[src/rtl/cpss_pkg.sv]
package cpss_pkg;
  // clock and time base
  localparam int CLK_HZ = 50_000_000;
  localparam int MS_PER_S = 1000;
  localparam int CYC_PER_MS = CLK_HZ / MS_PER_S;
  localparam int START_DELAY_MS = 3000;
  localparam int HOLD_MS = 3000;
  localparam int FLASH_HALF_MS = 250;
  localparam int START_DELAY_CYC = START_DELAY_MS * CYC_PER_MS;
  localparam int HOLD_CYC = HOLD_MS * CYC_PER_MS;
  localparam int FLASH_HALF_CYC = FLASH_HALF_MS * CYC_PER_MS;
  localparam int TMR_W = 32;

  // temperature points in whole degrees C
  localparam logic [7:0] T_MIN_C = 8'h19;
  localparam logic [7:0] T_MAX_C = 8'h26;
  localparam logic [7:0] T_FAN_C = 8'h14;
  localparam logic [7:0] T_WARN_C = 8'h32;
  localparam logic [7:0] T_TRIP_C = 8'h41;
  localparam logic [11:0] T_SPAN_C = 12'h00D;

  // motor speed codes
  localparam logic [7:0] SPEED_OFF = 8'h00;
  localparam logic [7:0] SPEED_FULL = 8'hFF;

  // register map (byte addresses)
  localparam logic [11:0] OFS_STATUS = 12'h000;
  localparam logic [11:0] OFS_INT_STAT = 12'h004;
  localparam logic [11:0] OFS_INT_MASK = 12'h008;
  localparam logic [11:0] OFS_FLOW_TMO = 12'h00C;
  localparam logic [11:0] OFS_MIN_SPEED = 12'h010;
  localparam logic [15:0] FLOW_TMO_RST = 16'h03E8;
  localparam logic [7:0] MIN_SPEED_RST = 8'h40;
  localparam int NUM_PIN = 4;
  // pin idle levels, override pin rests high
  localparam logic [NUM_PIN-1:0] PIN_IDLE = 4'h1;
  localparam int NUM_EV = 5;

  typedef enum logic [2:0] {
    ST_EMPTY = 3'b001,
    ST_FILLED = 3'b010,
    ST_RUN = 3'b100
  } cpss_state_e;

  typedef struct packed {
    logic level_ok;
    logic flow;
    logic uv;
    logic ovr_n;
  } cpss_sense_s;

  typedef struct packed {
    logic trip;
    logic warn;
    logic uv;
    logic flow;
    logic empty;
  } cpss_ev_s;

  typedef struct packed {
    logic red;
    logic blue;
  } cpss_lamp_s;

  typedef struct packed {
    logic [15:0] zero;
    logic [7:0] pump_speed;
    logic ovr;
    logic trip;
    logic warn;
    logic flow_fault;
    logic uv;
    logic running;
    logic filled;
    logic level_ok;
  } cpss_status_s;
endpackage : cpss_pkg

[src/rtl/cpss_timer.sv]
`timescale 1ns/1ps
`default_nettype none
module cpss_timer (
  // clock and reset
  input wire logic clock,
  input wire logic rst_n,
  input wire logic ce,
  // control
  input wire logic start,
  input wire logic reload,
  input wire logic [cpss_pkg::TMR_W-1:0] period,
  // status
  output logic done,
  output logic busy
);
  logic [cpss_pkg::TMR_W-1:0] cnt_q;
  logic busy_q;
  logic done_q;
  wire logic last = cnt_q <= {{(cpss_pkg::TMR_W-1){1'b0}}, 1'b1};

  always_ff @(posedge clock or negedge rst_n) begin
    if (!rst_n) begin
      cnt_q <= '0;
      busy_q <= 1'b0;
      done_q <= 1'b0;
    end else if (ce) begin
      done_q <= busy_q && last && !start;
      if (start) begin
        cnt_q <= period;
        busy_q <= 1'b1;
      end else if (busy_q) begin
        cnt_q <= last ? period : cnt_q - {{(cpss_pkg::TMR_W-1){1'b0}}, 1'b1};
        busy_q <= !last || reload;
      end
    end
  end

  assign done = done_q;
  assign busy = busy_q;
endmodule : cpss_timer
`default_nettype wire

[src/rtl/cpss_top.sv]
// Overview of operation
// empty reservoir: pump stopped, lamp blue flashing
// minimum level reached: lamp turns steady red
// after delay pump starts full, lamp blue
// power-up: full speed, then temperature regulation
// level lost while running: stop, blue flashing
// override pin low forces full motor speed
// speed ramps min at 25C to max 38C
// fan output off below 20C
// undervoltage: stop motors, blue flash, relay closed
// flow pulses stop: lamp red, relay fault
// above 50C lamp violet, no fault
// at 65C red flashing, relay fault
// relay closed on any fault or unpowered
// open-collector fault output low on fault
// delays counted in cycles from parameters
// lamp priority: trip, flow, blue flash, steady red, violet, blue
`timescale 1ns/1ps
`default_nettype none
module cpss_top #(
  parameter int START_DELAY_CYC = cpss_pkg::START_DELAY_CYC,
  parameter int HOLD_CYC = cpss_pkg::HOLD_CYC,
  parameter int FLASH_HALF_CYC = cpss_pkg::FLASH_HALF_CYC,
  parameter int MS_CYC = cpss_pkg::CYC_PER_MS
) (
  // clock, reset, enable
  input wire logic clock,
  input wire logic rst_b,
  input wire logic ce,
  // apb slave
  input wire logic psel,
  input wire logic penable,
  input wire logic pwrite,
  input wire logic [11:0] paddr,
  input wire logic [31:0] pwdata,
  output logic [31:0] prdata,
  output logic pready,
  output logic pslverr,
  // sensor pins
  input wire logic level_ok,
  input wire logic flow_pulse,
  input wire logic uv_det,
  input wire logic speed_ovr_n,
  // coolant temperature, same clock
  input wire logic [7:0] temp_c,
  // motors
  output logic [7:0] pump_speed,
  output logic [7:0] fan_speed,
  // lamp and fault outputs
  output logic lamp_red,
  output logic lamp_blue,
  output logic relay_closed,
  output logic fault_oc_o,
  output logic fault_oc_oe,
  output logic irq
);
  // reset release
  logic rst_meta_q;
  logic rst_n_q;
  wire logic rst_n = rst_n_q;

  always_ff @(posedge clock or negedge rst_b) begin
    if (!rst_b) begin
      rst_meta_q <= 1'b0;
      rst_n_q <= 1'b0;
    end else begin
      rst_meta_q <= 1'b1;
      rst_n_q <= rst_meta_q;
    end
  end

  // pin synchronisers
  logic [cpss_pkg::NUM_PIN-1:0] pin_raw;
  logic [cpss_pkg::NUM_PIN-1:0] meta_q;
  logic [cpss_pkg::NUM_PIN-1:0] sync_q;
  assign pin_raw = {level_ok, flow_pulse, uv_det, speed_ovr_n};

  for (genvar i = 0; i < cpss_pkg::NUM_PIN; i++) begin : g_sync
    always_ff @(posedge clock or negedge rst_n) begin
      if (!rst_n) begin
        meta_q[i] <= cpss_pkg::PIN_IDLE[i];
        sync_q[i] <= cpss_pkg::PIN_IDLE[i];
      end else if (ce) begin
        meta_q[i] <= pin_raw[i];
        sync_q[i] <= meta_q[i];
      end
    end
  end

  cpss_pkg::cpss_sense_s sense;
  assign sense = cpss_pkg::cpss_sense_s'(sync_q);

  // state and registers
  cpss_pkg::cpss_state_e st_q;
  cpss_pkg::cpss_state_e st_d;
  cpss_pkg::cpss_lamp_s lamp_q;
  cpss_pkg::cpss_lamp_s lamp_d;
  logic por_done_q;
  logic flash_ph_q;
  logic flow_prev_q;
  logic flow_fault_q;
  logic [15:0] flow_ms_q;
  logic [15:0] flow_tmo_q;
  logic [7:0] min_speed_q;
  logic [cpss_pkg::NUM_EV-1:0] int_stat_q;
  logic [cpss_pkg::NUM_EV-1:0] int_mask_q;
  logic [cpss_pkg::NUM_EV-1:0] lvl_prev_q;
  logic [7:0] pump_speed_q;
  logic [7:0] fan_speed_q;
  logic relay_q;
  logic irq_q;
  logic [31:0] prdata_q;
  logic pready_q;
  logic pslverr_q;

  // timers
  logic flash_done;
  logic flash_busy;
  logic ms_tick;
  logic ms_busy;
  logic start_done;
  logic hold_busy;

  wire logic in_empty = st_q == cpss_pkg::ST_EMPTY;
  wire logic in_filled = st_q == cpss_pkg::ST_FILLED;
  wire logic in_run = st_q == cpss_pkg::ST_RUN;
  wire logic enter_fill = in_empty && sense.level_ok;
  wire logic enter_run = in_filled && sense.level_ok && start_done;
  wire logic running = in_run && !sense.uv;
  wire logic ovr = !sense.ovr_n;
  wire logic warn = temp_c > cpss_pkg::T_WARN_C;
  wire logic trip = temp_c >= cpss_pkg::T_TRIP_C;

  cpss_timer u_flash (
    .clock(clock), .rst_n(rst_n), .ce(ce),
    .start(!flash_busy), .reload(1'b1), .period(32'(FLASH_HALF_CYC)),
    .done(flash_done), .busy(flash_busy)
  );

  cpss_timer u_ms (
    .clock(clock), .rst_n(rst_n), .ce(ce),
    .start(!ms_busy), .reload(1'b1), .period(32'(MS_CYC)),
    .done(ms_tick), .busy(ms_busy)
  );

  // start delay from minimum level to pump start
  cpss_timer u_start (
    .clock(clock), .rst_n(rst_n), .ce(ce),
    .start(enter_fill), .reload(1'b0), .period(32'(START_DELAY_CYC)),
    .done(start_done), .busy()
  );

  // full-speed hold at power-up and at each pump start from ST_FILLED, not on restart after undervoltage
  cpss_timer u_hold (
    .clock(clock), .rst_n(rst_n), .ce(ce),
    .start(!por_done_q || enter_run), .reload(1'b0), .period(32'(HOLD_CYC)),
    .done(), .busy(hold_busy)
  );

  // fill sequence
  always_comb begin
    st_d = st_q;
    unique case (st_q)
      cpss_pkg::ST_EMPTY: begin
        if (sense.level_ok) st_d = cpss_pkg::ST_FILLED;
      end
      cpss_pkg::ST_FILLED: begin
        if (!sense.level_ok) st_d = cpss_pkg::ST_EMPTY;
        else if (start_done) st_d = cpss_pkg::ST_RUN;
      end
      cpss_pkg::ST_RUN: begin
        if (!sense.level_ok) st_d = cpss_pkg::ST_EMPTY;
      end
    endcase
  end

  // temperature ramp
  wire logic [3:0] t_ofs = 4'(temp_c - cpss_pkg::T_MIN_C);
  wire logic [7:0] span = cpss_pkg::SPEED_FULL - min_speed_q;
  wire logic [11:0] prod = 12'(t_ofs) * 12'(span);
  wire logic [11:0] ramp = prod / cpss_pkg::T_SPAN_C;
  wire logic [7:0] auto_speed = temp_c <= cpss_pkg::T_MIN_C ? min_speed_q :
                                temp_c >= cpss_pkg::T_MAX_C ? cpss_pkg::SPEED_FULL :
                                min_speed_q + ramp[7:0];
  wire logic force_full = hold_busy || ovr;
  wire logic [7:0] motor_speed = force_full ? cpss_pkg::SPEED_FULL : auto_speed;
  wire logic [7:0] pump_speed_d = running ? motor_speed : cpss_pkg::SPEED_OFF;
  wire logic fan_off = sense.uv || temp_c < cpss_pkg::T_FAN_C;
  wire logic [7:0] fan_speed_d = fan_off ? cpss_pkg::SPEED_OFF : motor_speed;

  // flow supervision
  wire logic flow_edge = sense.flow && !flow_prev_q;
  wire logic flow_late = flow_ms_q >= flow_tmo_q;
  wire logic flow_fault_d = running && !flow_edge && (flow_fault_q || (flow_late && ms_tick));

  // fault and lamp
  wire logic fault = sense.uv || flow_fault_q || trip || !in_run;
  always_comb begin
    lamp_d = '0;
    if (trip) lamp_d.red = flash_ph_q;
    else if (flow_fault_q) lamp_d.red = 1'b1;
    else if (sense.uv || in_empty) lamp_d.blue = flash_ph_q;
    else if (in_filled) lamp_d.red = 1'b1;
    else if (warn) lamp_d = '1;
    else lamp_d.blue = 1'b1;
  end

  // events and interrupt
  cpss_pkg::cpss_ev_s lvl;
  assign lvl = '{trip: trip, warn: warn, uv: sense.uv, flow: flow_fault_q, empty: in_empty};
  wire logic [cpss_pkg::NUM_EV-1:0] ev = lvl & ~lvl_prev_q;

  // apb decode
  wire logic acc = psel && penable;
  wire logic take = acc && pready_q;
  wire logic wr = take && pwrite;
  wire logic hit_status = paddr == cpss_pkg::OFS_STATUS;
  wire logic hit_stat = paddr == cpss_pkg::OFS_INT_STAT;
  wire logic hit_mask = paddr == cpss_pkg::OFS_INT_MASK;
  wire logic hit_tmo = paddr == cpss_pkg::OFS_FLOW_TMO;
  wire logic hit_min = paddr == cpss_pkg::OFS_MIN_SPEED;
  wire logic mapped = hit_status || hit_stat || hit_mask || hit_tmo || hit_min;
  wire logic [cpss_pkg::NUM_EV-1:0] w1c = (wr && hit_stat) ? pwdata[cpss_pkg::NUM_EV-1:0] : '0;
  wire logic [cpss_pkg::NUM_EV-1:0] int_stat_d = (int_stat_q & ~w1c) | ev;

  cpss_pkg::cpss_status_s status;
  assign status = '{zero: '0, pump_speed: pump_speed_q, ovr: ovr, trip: trip, warn: warn,
                    flow_fault: flow_fault_q, uv: sense.uv, running: running,
                    filled: in_filled, level_ok: sense.level_ok};
  wire logic [31:0] rdata = hit_status ? 32'(status) :
                            hit_stat ? 32'(int_stat_q) :
                            hit_mask ? 32'(int_mask_q) :
                            hit_tmo ? 32'(flow_tmo_q) :
                            hit_min ? 32'(min_speed_q) : '0;

  always_ff @(posedge clock or negedge rst_n) begin
    if (!rst_n) begin
      st_q <= cpss_pkg::ST_EMPTY;
      por_done_q <= 1'b0;
      flash_ph_q <= 1'b0;
      flow_prev_q <= 1'b0;
      flow_fault_q <= 1'b0;
      flow_ms_q <= '0;
      lvl_prev_q <= '0;
    end else if (ce) begin
      st_q <= st_d;
      por_done_q <= 1'b1;
      flash_ph_q <= flash_ph_q ^ flash_done;
      flow_prev_q <= sense.flow;
      flow_fault_q <= flow_fault_d;
      flow_ms_q <= (!running || flow_edge) ? '0 : flow_ms_q + 16'(ms_tick && !flow_late);
      lvl_prev_q <= lvl;
    end
  end

  always_ff @(posedge clock or negedge rst_n) begin
    if (!rst_n) begin
      pump_speed_q <= cpss_pkg::SPEED_OFF;
      fan_speed_q <= cpss_pkg::SPEED_OFF;
      lamp_q <= '0;
      relay_q <= 1'b1;
      irq_q <= 1'b0;
    end else if (ce) begin
      pump_speed_q <= pump_speed_d;
      fan_speed_q <= fan_speed_d;
      lamp_q <= lamp_d;
      relay_q <= fault;
      irq_q <= |(int_stat_q & int_mask_q);
    end
  end

  always_ff @(posedge clock or negedge rst_n) begin
    if (!rst_n) begin
      int_stat_q <= '0;
      int_mask_q <= '0;
      flow_tmo_q <= cpss_pkg::FLOW_TMO_RST;
      min_speed_q <= cpss_pkg::MIN_SPEED_RST;
    end else if (ce) begin
      int_stat_q <= int_stat_d;
      if (wr && hit_mask) int_mask_q <= pwdata[cpss_pkg::NUM_EV-1:0];
      if (wr && hit_tmo) flow_tmo_q <= pwdata[15:0];
      if (wr && hit_min) min_speed_q <= pwdata[7:0];
    end
  end

  always_ff @(posedge clock or negedge rst_n) begin
    if (!rst_n) begin
      prdata_q <= '0;
      pready_q <= 1'b0;
      pslverr_q <= 1'b0;
    end else if (ce) begin
      pready_q <= acc && !pready_q;
      if (acc && !pready_q) begin
        prdata_q <= pwrite ? '0 : rdata;
        pslverr_q <= !mapped;
      end
    end
  end

  assign prdata = prdata_q;
  assign pready = pready_q;
  assign pslverr = pslverr_q;
  assign pump_speed = pump_speed_q;
  assign fan_speed = fan_speed_q;
  assign lamp_red = lamp_q.red;
  assign lamp_blue = lamp_q.blue;
  assign relay_closed = relay_q;
  assign fault_oc_oe = relay_q;
  assign fault_oc_o = 1'b0;
  assign irq = irq_q;
endmodule : cpss_top
`default_nettype wire

[config.mk]
export PLATFORM = sky130hd
export DESIGN_NAME = cpss_top
export DESIGN_NICKNAME = d
export VERILOG_FILES = /design/src/rtl/cpss_pkg.sv /design/src/rtl/cpss_timer.sv /design/src/rtl/cpss_top.sv
export SDC_FILE = /design/constraint.sdc
export NUM_CORES = 1
export LEC_CHECK = 0
export ABC_AREA = 1
export ABC_CLOCK_PERIOD_IN_PS = 10300
export BUFFER_PORTS_ARGS = -buffer_cell sky130_fd_sc_hd__buf_2
export CAP_MARGIN = 5
export CORE_MARGIN = 3
export CORE_UTILIZATION = 45
export CTS_CLUSTER_SIZE = 24
export DETAILED_ROUTE_END_ITERATION = 10
export GPL_TIMING_DRIVEN = 0
export PLACE_DENSITY_LB_ADDON = 0.2
export SLEW_MARGIN = 0
export SYNTH_ARGS = -nofsm -noshare
export SYNTH_HDL_FRONTEND = slang
export SYNTH_SLANG_ARGS = --single-unit
[constraint.sdc]
create_clock -name clock -period 10.3 [get_ports clock]
set_input_delay 2.06 -clock clock [delete_from_list [all_inputs] [get_ports clock]]
set_output_delay 2.06 -clock clock [all_outputs]
set_load 0.02 [all_outputs]
==> Implementation_results.wiki <==
{| class="wikitable"
! Metric !! Value
|-
| Worst setup path class || input port to flop
|-
| Maximum achievable frequency || 103 MHz
|-
| Count of flip-flops with a built-in enable after synthesis || 0
|-
| Number of ports placed on the die boundary || 118
|-
| Maximum number of pins on one net before global-route repair || 59
|-
| Number of synthesis warnings || 0
|-
| Worst setup path startpoint || temp_c[0]
|-
| Max-slew headroom at the worst pin || 0.380
|-
| Final Cell Area || 17300 um2
|-
| Number of DRC violations after detailed routing || 0
|-
| Post-synthesis share of cell area spent on and, or, nand and nor gates || 0.272
|-
| Top cell family by delay on the critical path || simple AND/OR/NAND/NOR gates
|-
| Port Buffer Count || 84
|-
| Slew @ Worst Pin || 0.922 ns
|-
| Y dimension of the die || 189 um
|-
| Detail-routed net length per standard cell || around 15 um
|-
| Cell type with the highest occurrence count on the critical path || sky130_fd_sc_hd__nand2_2
|-
| Seq/Total Area, Yosys || 0.406
|-
| Final worst-path cycle share || 0.939
|-
| Final antenna-violating net count || 0
|-
| Post-synthesis register bit count || 243
|-
| Clk slew on worst S/H paths || 0.06 ns
|-
| Adder-cell share of the synthesized area || 0.0607
|-
| Number of CTS-inserted buffers || 29
|-
| Biggest area consumer among synthesized cells || sky130_fd_sc_hd__dfrtp_1
|-
| Worst-Skew Late Latency || 0.55 ns
|-
| Placement Rows || 66
|-
| Average cell area after synthesis || 7.74 um2
|-
| Metal3 WL || 1440 um
|-
| Number of global-route vias before repair || 12856
|-
| Antenna violations before repair || 3
|-
| Cells after synthesis || 1938
|-
| Crit-path slowest cell || sky130_fd_sc_hd__fa_1
|-
| Layout overhead on the synthesized area || 15.5%
|-
| Max Root-Sink Buffers || 3
|-
| Cell area after placement || 16200 um2
|-
| Wl on met1 || 17100 um
|-
| Wire length of the first global-routing pass || 63000 um
|-
| Highest signal layer in the routed design || met5
|-
| Routability congestion estimate from global placement || 0.884
|-
| Total global routing overflow || 0
|-
| Peak per-stage delay on the critical path || around 0.53 ns
|-
| Final number of max-transition violations || 0
|-
| Capturing element type of the critical path || flop
|-
| Met2 routed wirelength || roughly 18000 um
|-
| Kind of start point of the critical path || input port
|-
| Arrival time worst endpoint || 10.06 ns
|-
| Shortest clock period the worst path allows after layout || 9.67 ns
|-
| Pre-antenna DRT Iters || 4
|-
| TritonCTS clock tree || built
|-
| Peak fanout along the critical path || 7
|-
| Area fraction in compound gates after synthesis || 0.115
|-
| Placed wire-length estimate after detailed placement || 28500 um
|-
| Ratio of cells with drive above 1 in the final layout || 0.133
|-
| Top cells by area, synth || sky130_fd_sc_hd__dfrtp_1 (39%), sky130_fd_sc_hd__nor2_1 (7.6%), sky130_fd_sc_hd__nand2_1 (7.5%)
|-
| CTS root buffer || sky130_fd_sc_hd__clkbuf_16
|-
| Main combinational cell family by area after synthesis || simple AND/OR/NAND/NOR gates
|-
| Floorplan core area || 32700 um2
|-
| Total routing usage reported by global routing || 0.211
|-
| Layout net count || approximately 2200
|-
| Cell area after technology mapping || 15000 um2
|-
| Number of clock sinks || 243
|-
| Vias per inst || 5.16
|-
| Outcome || finished, final reports clean
|-
| Ranking of synthesized cells by instance count || sky130_fd_sc_hd__nor2_1 (302), sky130_fd_sc_hd__nand2_1 (301), sky130_fd_sc_hd__inv_1 (284)
|-
| Floorplan die area || 35600 um2
|-
| Hold violation total from the final report || 0
|-
| Via Count || 13113
|-
| Starting DRT DRC Count || 696
|-
| Distinct cells, synth || 67
|-
| Layout Utilization || 0.530
|-
| Most frequently used cell type in the post-synthesis netlist || sky130_fd_sc_hd__nor2_1
|-
| Smallest hold slack || about 0.32 ns
|-
| Count of maximum capacitance violations || 0
|-
| Primary flip-flop cell chosen by synthesis mapping || sky130_fd_sc_hd__dfrtp_1
|-
| WP data required || 10.69 ns
|-
| Ys async rst share || 1.00
|-
| Final WL || 38000 um
|-
| Setup violation total in the final timing report || 0
|-
| Multiplexer fraction of the synthesized cell area || 0.0100
|-
| Number of buffers inserted for hold repair after clock tree synthesis || 0
|-
| Maximum level of the CTS H-tree || 1
|-
| Yosys top cell area share || 0.387
|-
| Initial Utilization || 0.459
|-
| Width of the die || roughly 190 um
|-
| Final clock skew || 0.0220 ns
|-
| Path category of the worst min-delay check || flop to asynchronous set/reset pin
|-
| Launch point of the worst reg-to-reg path || min_speed_q[1]
|-
| Buffering stage count on the worst path with inverters included || 8
|-
| Synthesized-area fraction occupied by xor and xnor cells || 0.0437
|}
-- flip-flops by register name, summed over array words and instances, names as in the netlist, 3 cells and up --
name and count:
sense 3, pump_speed 8, lvl_prev_q 5, prdata 16, flow_ms_q 16, int_stat_q 5, int_mask_q 5, u_ms.cnt_q 32
meta_q 4, u_hold.cnt_q 32, fan_speed 8, flow_tmo_q 16, u_flash.cnt_q 32, st_q 3, u_start.cnt_q 32, min_speed_q 8
-- final timing paths --
kind                       depth (start not counted)             end  slack (ns)
max                                               64   pump_speed[6]        0.63
min                                                0  u_ms.cnt_q[20]        0.32
max reg2reg                                       58   pump_speed[6]        2.30
min reg2reg                                        0  u_ms.cnt_q[20]        0.32
max in group asynchronous                          1           rst_n        8.91
min in group clock                                 0           rst_n        0.35
-- layout by cell type, fill, tap and decap left out, drive strengths merged, types with 8 or more instances in the layout --
| cell type | count |
|---|---|
| clkbuf | 68 |
| nand2 | 346 |
| inv | 296 |
| nand3b | 9 |
| conb | 18 |
| a22o | 10 |
| ha | 52 |
| mux2i | 15 |
| nand3 | 109 |
| nand4 | 35 |
| o2111ai | 9 |
| xor2 | 43 |
| dfrtp | 232 |
| dfstp | 11 |
| nor4 | 26 |
| o22ai | 27 |
| o21ai | 108 |
| fa | 13 |
| xnor2 | 31 |
| nor3 | 48 |
| nor2 | 309 |
| or2 | 10 |
| a21oi | 78 |
| o21a | 8 |
| buf | 119 |
-- worst register-to-register path: cells and delay by family (launching register included) --
| kind | cells | cell delay, ns |
|---|---|---|
| compound gates | 6 | 0.82 |
| simple gates | 43 | 4.28 |
| fa+ha+maj | 5 | 1.99 |
| buf+inv | 4 | 0.22 |
| flops | 1 | 0.58 |
-- timing repair --
action,4_1_cts,5_1_grt
endpoints found under the setup margin,0,10
resized for setup,0,28
buffers inserted,0,7
-- through the flow --
stage,worst slack [ns],std cells,setup TNS [ns]
floorplan,0.987,1954,0
CTS,0.172,2534,0
global route,-0.0852,2542,-0.166
finish,0.633,2542,0
detailed placement,-0.378,2484,-1.54
global placement,-0.198,2480,-0.598
-- routing by layer --
metal,vias up,global-route usage
met5,-,0
met1,6249,0.274
li1,6573,-
met3,65,0.0294
met4,2,0.0619
met2,224,0.367
-- area by class of cell --
class | instances | area, um2
sequential | 243 | 6100
timing repair buffer | 95 | 583
tap | 442 | 553
inverter | 296 | 1110
fill | 3189 | 15400
buffer | 52 | 263
multi-input combinational | 1362 | 7770
antenna | 2 | 5.00
clock buffer | 40 | 837
clock inverter | 10 | 113
-- logic make-up after synthesis --
kind of cell    count (synthesis)
simple gates                  905
xor+xnor                       74
flops                         243
mux                            15
buf+inv                       349
compound gates                285
other cells                     2
fa+ha+maj                      65
Power is left out: the tool's default activity adds up to more than one toggle a clock period on the data nets, which glitch-free logic cannot reach.
